==> src/amp_fault_pkg.sv <==
package amp_fault_pkg;

    // register byte offsets
    localparam logic [7:0] CTRL_OFFSET   = 8'h00;
    localparam logic [7:0] STATUS_OFFSET = 8'h04;
    localparam logic [7:0] OLCNT_OFFSET  = 8'h08;

    // control register fields
    localparam int TRIP_LSB = 0;
    localparam int TRIP_W   = 4;
    localparam int CFG_LSB  = 4;
    localparam int CFG_W    = 2;
    localparam logic [31:0] CTRL_RESET = 32'h0000_0000;

    // status register fields
    localparam int ST_ALERT_BIT   = 0;
    localparam int ST_WARN_BIT    = 1;
    localparam int ST_THERMAL_BIT = 2;
    localparam int ST_SUPPLY_BIT  = 3;
    localparam int ST_OVL_LSB     = 4;
    localparam int ST_FLIP_LSB    = 8;
    localparam int ST_BST_LSB     = 12;
    localparam int ST_MODE_BIT    = 16;
    localparam int ST_LEVEL_LSB   = 18;

    localparam int HB_COUNT = 4;
    localparam int OLCNT_FIELD_W = 8;

    // current trip setting codes: 0..3 per-cycle, 4..7 latched, rest invalid
    localparam logic [3:0] TRIP_PC_FIRST  = 4'h0;
    localparam logic [3:0] TRIP_PC_LAST   = 4'h3;
    localparam logic [3:0] TRIP_LAT_FIRST = 4'h4;
    localparam logic [3:0] TRIP_LAT_LAST  = 4'h7;
    // threshold level codes, 17.0A / 15.7A / 14.2A / 12.9A
    localparam logic [1:0] LEVEL_17A0 = 2'h0;
    localparam logic [1:0] LEVEL_12A9 = 2'h3;

    // output configurations
    typedef enum logic [1:0] {
        CFG_BTL  = 2'h0,
        CFG_PBTL = 2'h1,
        CFG_SE   = 2'h2
    } out_cfg_type;

    // sensed analog conditions, asynchronous to mclk
    typedef struct packed {
        logic [3:0] over_current;
        logic [3:0] bootstrap_supply_low;
        logic       temp_warn;
        logic       temp_shutdown;
        logic       supply_low;
    } sense_type;

    // drive to the four half-bridges
    typedef struct packed {
        logic [3:0] hiz;
        logic [3:0] flip;
        logic [3:0] high_side_off;
    } bridge_ctrl_type;

endpackage : amp_fault_pkg

==> src/amplifier_fault_protection.sv <==
// Function
// both report outputs are active-low open-drain pins
// any shutdown fault pulls the shutdown alert low
// warning output low while temperature is above warning level
// both outputs high only with no warning and no fault
// reset held low forces the shutdown alert high
// controller should lower volume when the warning appears
// a fault puts the power stage in Hi-Z and alerts at once
// faults other than overload and thermal error recover by themselves
// bootstrap undervoltage disables its half-bridge only, no latch, no alert
// over-current response is per-cycle limiting or latched shutdown
// overload shutdown holds the output Hi-Z until reset
// per-cycle limiting acts independently for each half-bridge
// over-current flips the half-bridge until next PWM frame start
// overload counter up per event, down per clean PWM cycle
// counter at maximum shuts down the affected channel
// latched mode shuts down on the first over-current event
// trip settings 0..3 select per-cycle mode, 17.0A to 12.9A
// trip settings 4..7 select latched mode, 17.0A to 12.9A
// trip setting outside both ranges applies minimum threshold
// thermal shutdown error latches until reset
// counter width and maximum are parameters, counter saturates
// channel shutdown disables the half-bridges of its channel group
`timescale 1ns/1ps
module amplifier_fault_protection #(
    parameter int OL_CNT_W = 3,
    parameter int OL_MAX   = 7
) (
    input  wire logic                          mclk,
    input  wire logic                          reset_n,
    input  wire logic                          hsel,
    input  wire logic [31:0]                   haddr,
    input  wire logic [1:0]                    htrans,
    input  wire logic                          hwrite,
    input  wire logic [2:0]                    hsize,
    input  wire logic [31:0]                   hwdata,
    input  wire logic                          hready,
    output logic      [31:0]                   hrdata,
    output logic                               hreadyout,
    output logic                               hresp,
    input  wire amp_fault_pkg::sense_type      sense,
    input  wire logic                          pwm_frame_start,
    output amp_fault_pkg::bridge_ctrl_type     bridge,
    output logic                               per_cycle_current_limit,
    output logic      [1:0]                    trip_level,
    output logic                               shutdown_alert_out,
    output logic                               shutdown_alert_oe_n,
    output logic                               clip_heat_warn_n_out,
    output logic                               clip_heat_warn_n_oe_n
);
    import amp_fault_pkg::*;

    localparam logic [OL_CNT_W-1:0] CNT_MAX = OL_CNT_W'(OL_MAX);
    localparam logic [OL_CNT_W-1:0] CNT_ONE = OL_CNT_W'(1);

    // half-bridges grouped into the channel of the given one
    function automatic logic [3:0] group_mask(input out_cfg_type cfg, input int hb);
        logic [3:0] m;
        m = 4'h0;
        unique case (cfg)
            CFG_PBTL: m = 4'hF;
            CFG_SE:   m[hb] = 1'b1;
            default:  m = (hb < 2) ? 4'h3 : 4'hC;
        endcase
        return m;
    endfunction : group_mask

    // registers
    logic [31:0]          ctrl;
    sense_type            sense_meta;
    sense_type            sense_sync;
    logic [3:0]           oc_prev;
    logic [3:0]           oc_event;
    logic                 thermal_shutdown_error;
    logic [3:0]           hb_overload;
    logic [3:0]           oc_in_frame;
    logic [3:0]           flip;
    logic [OL_CNT_W-1:0]  ol_cnt [HB_COUNT];
    logic                 ph_valid;
    logic                 ph_write;
    logic [7:0]           ph_addr;

    logic [3:0]           trip_select;
    out_cfg_type          out_cfg;
    logic                 overload_fault;
    logic                 supply_low_protect;
    logic                 shutdown_fault;
    logic [3:0]           channel_off;

    assign trip_select = ctrl[TRIP_LSB +: TRIP_W];
    assign out_cfg     = out_cfg_type'(ctrl[CFG_LSB +: CFG_W]);

    // mode and threshold decode
    always_comb begin
        if (trip_select <= TRIP_PC_LAST) begin
            per_cycle_current_limit = 1'b1;
            trip_level = trip_select[1:0];
        end else if (trip_select <= TRIP_LAT_LAST) begin
            per_cycle_current_limit = 1'b0;
            trip_level = trip_select[1:0];
        end else begin
            // out of range keeps limiting but at the lowest trip current
            per_cycle_current_limit = 1'b1;
            trip_level = LEVEL_12A9;
        end
    end

    // two-stage synchroniser; edge detect only reads the second stage
    always_ff @(posedge mclk) begin
        if (!reset_n) begin
            sense_meta <= '0;
            sense_sync <= '0;
        end else begin
            sense_meta <= sense;
            sense_sync <= sense_meta;
        end
    end

    always_ff @(posedge mclk) begin
        if (!reset_n) begin
            oc_prev <= 4'h0;
        end else begin
            oc_prev <= sense_sync.over_current;
        end
    end
    assign oc_event = sense_sync.over_current & ~oc_prev;

    // thermal error only clears through reset
    always_ff @(posedge mclk) begin
        if (!reset_n) begin
            thermal_shutdown_error <= 1'b0;
        end else if (sense_sync.temp_shutdown) begin
            thermal_shutdown_error <= 1'b1;
        end
    end

    // per half-bridge over-current handling
    generate
        for (genvar i = 0; i < HB_COUNT; i++) begin : g_hb
            always_ff @(posedge mclk) begin
                if (!reset_n) begin
                    flip[i] <= 1'b0;
                end else if (oc_event[i] && per_cycle_current_limit) begin
                    flip[i] <= 1'b1;                           // see
                end else if (pwm_frame_start) begin
                    flip[i] <= 1'b0;
                end
            end

            always_ff @(posedge mclk) begin
                if (!reset_n) begin
                    oc_in_frame[i] <= 1'b0;
                end else if (oc_event[i]) begin
                    oc_in_frame[i] <= 1'b1;
                end else if (pwm_frame_start) begin
                    oc_in_frame[i] <= 1'b0;
                end
            end

            // saturating overload counter
            always_ff @(posedge mclk) begin
                if (!reset_n || !per_cycle_current_limit) begin
                    ol_cnt[i] <= '0;
                end else if (oc_event[i]) begin
                    if (ol_cnt[i] != CNT_MAX) begin
                        ol_cnt[i] <= ol_cnt[i] + CNT_ONE;      // see
                    end
                end else if (pwm_frame_start && !oc_in_frame[i]) begin
                    if (ol_cnt[i] != '0) begin
                        ol_cnt[i] <= ol_cnt[i] - CNT_ONE;      // see
                    end
                end
            end

            // overload latch, released by reset only
            always_ff @(posedge mclk) begin
                if (!reset_n) begin
                    hb_overload[i] <= 1'b0;
                end else if (per_cycle_current_limit && ol_cnt[i] == CNT_MAX) begin
                    hb_overload[i] <= 1'b1;                    // see
                end else if (!per_cycle_current_limit && oc_event[i]) begin
                    hb_overload[i] <= 1'b1;                    // see
                end
            end
        end
    endgenerate

    always_comb begin
        channel_off = 4'h0;
        for (int i = 0; i < HB_COUNT; i++) begin
            if (hb_overload[i]) begin
                channel_off = channel_off | group_mask(out_cfg, i);
            end
        end
    end

    assign overload_fault     = |hb_overload;
    // supply fault follows the pin and clears by itself
    assign supply_low_protect = sense_sync.supply_low;
    assign shutdown_fault     = thermal_shutdown_error | overload_fault | supply_low_protect;

    // bridge drive, registered
    always_ff @(posedge mclk) begin
        if (!reset_n) begin
            bridge <= '0;
        end else begin
            bridge.hiz  <= channel_off
                         | {HB_COUNT{thermal_shutdown_error | supply_low_protect}};
            bridge.flip <= flip;
            bridge.high_side_off <= sense_sync.bootstrap_supply_low;
        end
    end

    // open-drain report pins: out is always 0, enable low pulls the wire
    always_ff @(posedge mclk) begin
        if (!reset_n) begin
            shutdown_alert_oe_n   <= 1'b1;
            clip_heat_warn_n_oe_n <= 1'b1;
        end else begin
            shutdown_alert_oe_n   <= ~shutdown_fault;          // see see
            clip_heat_warn_n_oe_n <= ~sense_sync.temp_warn;    // see
        end
    end
    assign shutdown_alert_out   = 1'b0;
    assign clip_heat_warn_n_out = 1'b0;

    // AHB-Lite slave, zero wait states, always OKAY
    assign hreadyout = 1'b1;
    assign hresp     = 1'b0;

    always_ff @(posedge mclk) begin
        if (!reset_n) begin
            ph_valid <= 1'b0;
            ph_write <= 1'b0;
            ph_addr  <= 8'h00;
        end else if (hready) begin
            ph_valid <= hsel && htrans[1];
            ph_write <= hwrite;
            ph_addr  <= haddr[7:0];
        end
    end

    always_ff @(posedge mclk) begin
        if (!reset_n) begin
            ctrl <= CTRL_RESET;
        end else if (ph_valid && ph_write && ph_addr == CTRL_OFFSET) begin
            ctrl <= {26'h0, hwdata[CFG_LSB +: CFG_W], hwdata[TRIP_LSB +: TRIP_W]};
        end
    end

    // read data registered in the address phase for the next data phase
    always_ff @(posedge mclk) begin
        if (!reset_n) begin
            hrdata <= 32'h0000_0000;
        end else if (hready && hsel && htrans[1] && !hwrite) begin
            hrdata <= 32'h0000_0000;
            unique case (haddr[7:0])
                CTRL_OFFSET: hrdata <= ctrl;
                STATUS_OFFSET: begin
                    hrdata[ST_ALERT_BIT]   <= ~shutdown_alert_oe_n;
                    hrdata[ST_WARN_BIT]    <= ~clip_heat_warn_n_oe_n;
                    hrdata[ST_THERMAL_BIT] <= thermal_shutdown_error;
                    hrdata[ST_SUPPLY_BIT]  <= supply_low_protect;
                    hrdata[ST_OVL_LSB +: HB_COUNT]  <= hb_overload;
                    hrdata[ST_FLIP_LSB +: HB_COUNT] <= flip;
                    hrdata[ST_BST_LSB +: HB_COUNT]  <= sense_sync.bootstrap_supply_low;
                    hrdata[ST_MODE_BIT]             <= per_cycle_current_limit;
                    hrdata[ST_LEVEL_LSB +: 2]       <= trip_level;
                end
                OLCNT_OFFSET: begin
                    for (int i = 0; i < HB_COUNT; i++) begin
                        hrdata[i*OLCNT_FIELD_W +: OL_CNT_W] <= ol_cnt[i];
                    end
                end
                default: hrdata <= 32'h0000_0000;
            endcase
        end
    end

endmodule : amplifier_fault_protection

==> config.mk <==
export PLATFORM = sky130hd
export DESIGN_NAME = amplifier_fault_protection
export DESIGN_NICKNAME = d
export VERILOG_FILES = /design/src/amp_fault_pkg.sv /design/src/amplifier_fault_protection.sv
export SDC_FILE = /design/constraint.sdc
export NUM_CORES = 1
export LEC_CHECK = 0
export ABC_AREA = 1
export BUFFER_PORTS_ARGS = -buffer_cell sky130_fd_sc_hd__buf_2
export CORE_ASPECT_RATIO = 1.5
export CORE_MARGIN = 1
export CORE_UTILIZATION = 35
export CTS_BUF_LIST = sky130_fd_sc_hd__clkbuf_8
export CTS_CLUSTER_DIAMETER = 200
export DETAILED_ROUTE_END_ITERATION = 10
export PLACE_DENSITY = 0.71
export SKIP_LAST_GASP = 1
export SYNTH_ARGS = -nofsm -noshare
export SYNTH_HDL_FRONTEND = slang
export SYNTH_SLANG_ARGS = --single-unit
==> constraint.sdc <==
create_clock -name mclk -period 1.92 [get_ports mclk]
set_clock_uncertainty 0.15 [all_clocks]
set_input_delay 0 -clock mclk [delete_from_list [all_inputs] [get_ports mclk]]
set_output_delay 0 -clock mclk [all_outputs]
set_load 0.01 [all_outputs]
==> results of run 1 <==
## power breakdown
group,switching (W),internal [W]
Sequential,0.0000631,0.00230
Clock,0.000777,0.000524
Combinational,0.000260,0.000203
Total,0.00110,0.00303
## metrics by stage
step           power [W]  utilization, %
6_report         0.00413            45.1
5_1_grt          0.00433            45.1
4_1_cts          0.00415            45.0
3_5_place_dp     0.00280            40.0
3_3_place_gp     0.00279            40.0
2_1_floorplan    0.00268               -
## what timing repair did
| item | in CTS | in global routing |
|---|---|---|
| endpoints found under the setup margin | 0 | 2 |
| endpoints found under the hold margin | 41 | 0 |
| hold buffers | 42 | 0 |
| resized for setup | 0 | 2 |
## cells in the mapped netlist, types with 2 or more instances
library cell and number:
o22ai_1 4, inv_1 91, a211oi_1 3, clkbuf_1 8, nand3_1 45, dfxtp_1 92, or2_2 3, ha_1 12
inv_2 3, nor3_1 2, nand3b_1 2, o21ai_0 34, buf_2 3, a21oi_1 35, xor2_1 3, conb_1 2
buf_6 2, edfxtp_1 12, nor2_1 49, nand2_1 116, nand2_2 3, buf_4 14
## final timing paths
kind	slack, ps	cells after the start	to	start
worst max-delay path	100	7	ol_cnt[2][1]	ctrl[3]
worst min-delay path	30	7	hrdata[18]	hready
worst max register to register	100	7	ol_cnt[2][1]	ctrl[3]
worst min register to register	240	1	clip_heat_warn_n_oe_n	sense_sync[2]
## routing by layer
layer | global-route usage [%] | part of all wire, % | vias to the layer above
met3 | 2.54 | 4.0 | 20
met2 | 28.9 | 51 | 88
met5 | 0 | 0 | -
met1 | 18.6 | 43 | 1700
li1 | - | - | 1908
met4 | 8.33 | 2.4 | 0
## cell type report
cell class	count	area, sq um
fillers	1223	6570
flip-flops and latches	104	2200
multi-input cells	331	1600
repair buffers	124	858
inverters	94	353
well taps	153	191
clock buffers	10	138
clock inverters	6	47.5
## worst reg2reg max path, cell delays in order, from the launching register on
cell and delay, ps:
dfxtp_1 340, inv_1 70, nand2_4 90, nand2_2 60, nor2_1 140, nand2_1 110
fa_2 580, nor2_1 50
## registers in the layout, indices dropped and copies added (netlist names), 6 cells and up
register    cells
ol_cnt         12
ph_addr         8
sense_meta     11
bridge         12
sense_sync     10
hrdata         23
ctrl            6
## kinds of logic after synthesis
group,count (synthesis),share of synthesized area [%]
flip-flops,104,51.5
other,2,0.176
XOR/XNOR,3,0.614
AO/OA/AOI/OAI,78,9.50
AND/OR/NAND/NOR,224,22.0
buffers and inverters,121,12.3
adder cells (fa/ha/maj),13,3.98
==> flow_results.org, run 1 <==
** Status
- Outcome :: completed

** Floorplan
- Starting density of the core :: 35.8%
- Area of the placeable core :: 12000 sq um
- The die covers 12700 sq um.
- Pin placement for this block handled 139 I/O pins.
- DIE WIDTH :: 92.3 um
- Row cnt :: 49
- Vert. Die Dim :: 137 um

** Drt
- Number of iterations in the first detailed-routing pass :: 4
- Post-detailed-routing wire length :: 9830 um
- Via density per instance :: 4.52
- DR iter-0 viols :: 160
- In the final routed layout, each cell accounts on average for 12.0 um.
- Residual DRC count :: 0
- Overall via count from detail_route :: 3716
- Number of nets still failing antenna checks after routing :: 0

** Setup path
- Arrival time at the worst endpoint :: 1810 ps
- Top delay family on crit path :: adder cells
- For this run, the slowest stage of the critical path takes 580 ps.
- Required arrival time at the worst endpoint :: 1920 ps
- The number of buffers and inverters on the critical path is 1.
- The cell that appears most often on the critical path is nor2_1.
- STA classifies the critical path startpoint as a register.
- Type of the worst setup path :: register to register
- Walking the worst path, the cells encountered are inv_1 > nand2_4 > nand2_2 > nor2_1 > nand2_1 > fa_2 > nor2_1.
- Maximum fanout encountered on the critical timing path :: 7
- Crit. End Element :: register
- Master of the slowest instance on the critical path :: fa_2

** Placement
- Prior to clock tree synthesis, the placed netlist has a worst setup slack of 114 ps.
- Once detailed placement completed, the half-perimeter wirelength came to 6720 um.
- Summing all placed instances gives a cell area of 4780 sq um.
- After detailed placement, the design holds a cell count of 764.
- Placer Congestion :: 0.887
- Number of buffers added on ports :: 71

** Synth
- Distinct cell type count of the synthesized netlist :: 29
- Share of synthesized area occupied by flip-flops and latches :: 51.5%
- After technology mapping, the gate count stands at 545.
- For this run, the number of Yosys warnings is 0.
- In the post-synthesis netlist, the biggest area contributors are dfxtp_1 43%, nand2_1 10%, edfxtp_1 8.4%, inv_1 8.0%, nand3_1 5.3%.
- Mean instance size in the synthesized netlist :: 7.85 sq um
- The synthesized netlist occupies a cell area of 4280 sq um.
- In this run the biggest area consumer among cell types represents 43.0% of the synthesized area.
- Dominant cell type by area after synthesis :: dfxtp_1
- For this run, asynchronously set or reset flops after synthesis account for 0%.
- After synthesis the netlist holds a flip-flop and latch count of 104.
- Count of flip-flops with a built-in enable after synthesis :: 12
- Primary flip-flop cell chosen by synthesis mapping :: dfxtp_1

** Final layout
- With fillers left out, the area of the finished cells amounts to 5390 sq um.
- Share of final-layout standard cells stronger than drive strength 1 :: 16.6%
- The final layout contains 763 nets.
- Signed area change from the synthesized netlist to the final layout :: 26.0%
- Most common library cell in the layout ignoring fill and taps :: nand2_1
- The repair_antennas step left the layout with diodes totalling 0.
- Number of non-filler instances in the completed layout :: 822
- Commonest cells after routing, fill and taps aside :: 116 x nand2_1, 92 x dfxtp_1, 91 x inv_1, 71 x buf_2, 49 x nor2_1

** STA
- Headroom to the max-slew limit came out at 57.8%.
- The final-report max-slew violation count is 0.
- Timing would allow up to 0.550 GHz.
- Minimum clock period after layout :: 1820 ps
- Final cycle utilization of the critical path :: 94.6%
- The hold violation total from the final report is 0.
- Least-Margin Pin Slew :: 634 ps
- Hold timing on the final database bottoms out at a slack of 29.0 ps.
- Setup slack after layout :: 103 ps
- Final number of setup-violating endpoints :: 0
- Unrepaired setup endpoints after global routing :: no
- Fin Setup TNS :: 0 ps

** Clock tree
- TritonCTS built the clock tree.
- CTS built an H-tree with a depth of 3.
- CTS placed an instance of clkbuf_8 at the clock tree root.
- Clock insertion delay at the later pin of the skew report :: 380 ps
- The clock passes through at most 2 buffers.
- Counting every sink on the clock net gives 104.
- Setup Buffers After CTS :: 0
- Clock buffer count from CTS :: 9
- Clock slew at the register clock pins of the worst setup and hold paths :: 100 ps

** Run
- Across the run, the number of max-cap violations was 0.

** GRT
- The number of antenna violations at the first check in global routing was 0.
- Number of global-route vias before repair :: 3380
- Entering global routing, the biggest net connects 69 pins.
- The first global-routing pass estimated 15900 um of wire.
- Global routing used 16.2% of the available tracks across all layers.
- Overflow left after global routing :: 0

** Hold path
- Class of the tightest hold or removal check :: primary input to register

** Power and ir drop
- Leakage power :: 2.80 nW
- In this run the power density over the cells is 766 nW/um^2.
- The worst-case IR drop observed on VDD is 0.395 mV.
No activity file was read; power rests on OpenSTA's default activity.
==> run 2: changes to the inputs <==
- PLACE_DENSITY: 0.71 -> 0.69
- clock period: 1.92 -> 1.7 ns (I/O delays scaled with it)
==> flow_results.org, run 2 (synthesis gave the netlist of run 1 again) <==
** Floorplan
- The horizontal extent of the die came to 92.3 um (unchanged).
- Area of the placeable core :: 12000 sq um (unchanged)
- The total die area is 12700 sq um (unchanged).
- The site row count was 49 (unchanged).
- The effective utilization at floorplan was 35.8% (unchanged).
- Vert. Die Dim :: 137 um (unchanged)
- IO Count :: 139 (unchanged)

** Hold path
- Class of the tightest hold or removal check :: primary input to register (unchanged)
- The worst hold path endpoint is shutdown_alert_oe_n (was hrdata[18]).
- Hold Startpoint :: reset_n (was hready)
- The worst hold path depth was 3 (was 7).

** STA
- Minimum clock period after layout :: 1660 ps (was 1820 ps)
- Unrepaired setup endpoints after global routing :: yes (was no)
- Max-slew violation count :: 0 (unchanged)
- The setup violation total in the final timing report is 0 (unchanged).
- Final count of hold timing violations :: 0 (unchanged)
- Top achievable clock speed :: 0.601 GHz (was 0.550 GHz)
- Final cycle utilization of the critical path :: 97.9% (was 94.6%)
- Setup slack after layout :: 35.9 ps (was 103 ps)

** Drt
- Wl on met1 :: 4280 um (was 4220 um)
- The top metal layer carrying routed signals is met4 (unchanged).
- DR iter-0 viols :: 148 (was 160)
- Detailed-routed wire length on met2 :: 5140 um (was 4990 um)
- Post-detailed-routing wire length :: 10200 um (was 9830 um)
- The number of routed nets with antenna violations was 0 (unchanged).
- Residual DRC count :: 0 (unchanged)
- The routed via count divided by cell count is 4.56 (was 4.52).
- The count of TritonRoute iterations in the first routing pass was 4 (unchanged).
- Amount of wire on met3 after detailed routing :: 503 um (was 390 um)
- Avg WL per Cell :: 12.2 um (was 12.0 um)
- Overall via count from detail_route :: 3811 (was 3716)

** Clock tree
- Clock slew at the register clock pins of the worst setup and hold paths :: 100 ps (about the same)
- The clock buffer count from CTS came to 9 (unchanged).
- Clock insertion delay at the later pin of the skew report :: 360 ps (was 380 ps)
- The number of levels in the clock H-tree came to 3 (unchanged).
- The clock tree from TritonCTS is built (unchanged).
- The total clock sinks was 104 (unchanged).
- The root buffer cell is clkbuf_8 (unchanged).
- The worst-case clock buffer depth was 2 (unchanged).

** Run
- Number of max-cap violations :: 0 (unchanged)

** Final layout
- Number of antenna cells inserted :: 0 (unchanged)
- Share of final-layout standard cells stronger than drive strength 1 :: 20.8% (was 16.6%)
- Max reg flops :: 23 (unchanged)
- The number of nets in the layout came to 777 (was 763).
- Register with the highest flop count :: hrdata (unchanged)
- Commonest cells after routing, fill and taps aside :: 111 x nand2_1, 91 x inv_1, 90 x dfxtp_1, 70 x buf_2, 44 x nand3_1 (was 116 x nand2_1, 92 x dfxtp_1, 91 x inv_1, 71 x buf_2, 49 x nor2_1)
- The most common library cell in the layout ignoring fill and taps is nand2_1 (unchanged).
- Signed area change from the synthesized netlist to the final layout :: 31.0% (was 26.0%)
- Leading registers by flop count :: hrdata (23), bridge (12), ol_cnt (12) (unchanged)

** Setup path
- The category of cells accounting for the largest share of critical-path delay was adder cells (unchanged).
- The slack of the worst reg-to-reg path is 40 ps (was 100 ps).
- The startpoint of the most critical register-to-register path was ctrl[3] (unchanged).
- Master of the slowest instance on the critical path :: fa_2 (unchanged)
- The most frequent cell on the critical path is nand2_4 (was nor2_1).
- The critical register-to-register path endpoint is ol_cnt[2][1] (unchanged).
- Maximum fanout encountered on the critical timing path :: 5 (was 7)
- Critical Path, Cell by Cell: inv_2 > nand2_4 > nand2_4 > nor2_4 > nand2_2 > fa_2 > nor2_1 (was inv_1 > nand2_4 > nand2_2 > nor2_1 > nand2_1 > fa_2 > nor2_1).
- The cell count of the worst reg-to-reg path is 7 (unchanged).
- The worst path buffer plus inverter count is 1 (unchanged).
- Largest stage delay on the critical path :: 510 ps (was 580 ps)
- The arrival time at the worst endpoint was 1650 ps (was 1810 ps).
- Crit. End Element :: register (unchanged)
- Type of the worst setup path :: register to register (unchanged)
- The type of element launching the critical path is a register (unchanged).
- The required time of the critical path came to 1690 ps (was 1920 ps).

** GRT
- Total track usage :: 16.3% (was 16.2%)
- The via count of the first global-routing pass is 3587 (was 3380).
- Overflow left after global routing :: 0 (unchanged)
- First-pass GRT wire length :: 16100 um (was 15900 um)
- The largest net degree at the start of global routing came to 43 (was 69).
- The number of antenna violations at the first check in global routing came to 0 (unchanged).

** Power and ir drop
- The power per cell area is 881 nW/um^2 (was 766 nW/um^2).
- The switching part of the total came to 24.4% (was 26.7%).
- Share of total power in combinational logic :: 11.9% (was 11.2%)
- Tot Pwr :: 0.00494 W (was 0.00413 W)
- Internal power :: 0.00373 W (was 0.00303 W)
- Clock group share of total power :: 34.1% (was 31.5%)
- Peak supply drop :: 0.389 mV (was 0.395 mV)
- The static leakage came to 2.88 nW (was 2.80 nW).
- Net switching power of the design :: 0.00121 W (was 0.00110 W)
- The sequential share of power was 54.0% (was 57.3%).

** Placement
- Pre-CTS setup slack :: -10.5 ps (was 114 ps)
- The number of input and output port buffers inserted is 71 (unchanged).
- The total half-perimeter wirelength after legalization and detailed placement was 7140 um (was 6720 um).
- The placer's final routability congestion estimate is 0.817 (was 0.887).

** Status
- Outcome :: completed (unchanged)
[run 2: changes by cell type in the layout (fill, tap and decap cells not counted), sizes merged]
cell         before  now
dlygate4sd3      42   43
clkinvlp          1    0
clkinv            1    2
inv              98   96
buf              82   95
bufinv            0    2
[run 2: layout make-up]
class | count | area (sq um)
fill | 1155 | 6350
sequential | 104 | 2200
multi-input combinational | 331 | 1660
timing repair buffer | 138 | 968
inverter | 94 | 355
tap | 153 | 191
clock buffer | 10 | 138
clock inverter | 6 | 82.6
[run 2: worst min-delay path, cell delays in order]
cell,delay (ps)
buf_2,120
buf_4,260
nand2_1,120
[run 2: what timing repair did]
action                                  CTS  global route
gates resized for setup                   0            19
setup buffers                             3             4
pin swaps                                 1             4
hold buffers                             43             0
endpoints found under the setup margin    7            28
endpoints found under the hold margin    45             0
[run 2: worst max path at each step]
stage	depth (start not counted)	to	startpoint	slack (ps)
floorplan	7	ol_cnt[2][1]	ctrl[3]	40
detailed placement	5	ol_cnt[0][1]	ol_cnt[0][0]	-10
global placement	5	ol_cnt[3][2]	ol_cnt[3][0]	10
CTS	5	ol_cnt[0][1]	ol_cnt[0][0]	0.7
finish	7	ol_cnt[2][1]	ctrl[3]	40
global route	9	ol_cnt[2][2]	ctrl[3]	-60
[run 2: metal layers]
metal,track usage (%),up-vias
li1,-,1934
met1,18.6,1750
met2,29.4,108
met3,2.92,19
met4,7.47,0
met5,0,-
[run 2: power by group through the flow]
stage | Combinational, W | Clock [W] | Sequential [W]
detailed placement | 0.000459 | 0 | 0.00272
global route | 0.000663 | 0.00183 | 0.00268
floorplan | 0.000320 | 0 | 0.00271
global placement | 0.000435 | 0 | 0.00272
finish | 0.000588 | 0.00168 | 0.00267
CTS | 0.000554 | 0.00173 | 0.00266
[run 2: stage by stage]
step                      utilization [%]  setup TNS (ps)  cells  hold slack [ps]  instance area, sq um
after global routing                 46.9            -237    836             46.3                  5600
after floorplan                         -               0    556            -52.4                  4340
final                                46.9               0    836             24.8                  5600
after CTS                            46.2               0    832             9.55                  5520
after global placement               40.5               0    770             30.8                  4850
after detailed placement             40.5           -31.6    770             33.4                  4850
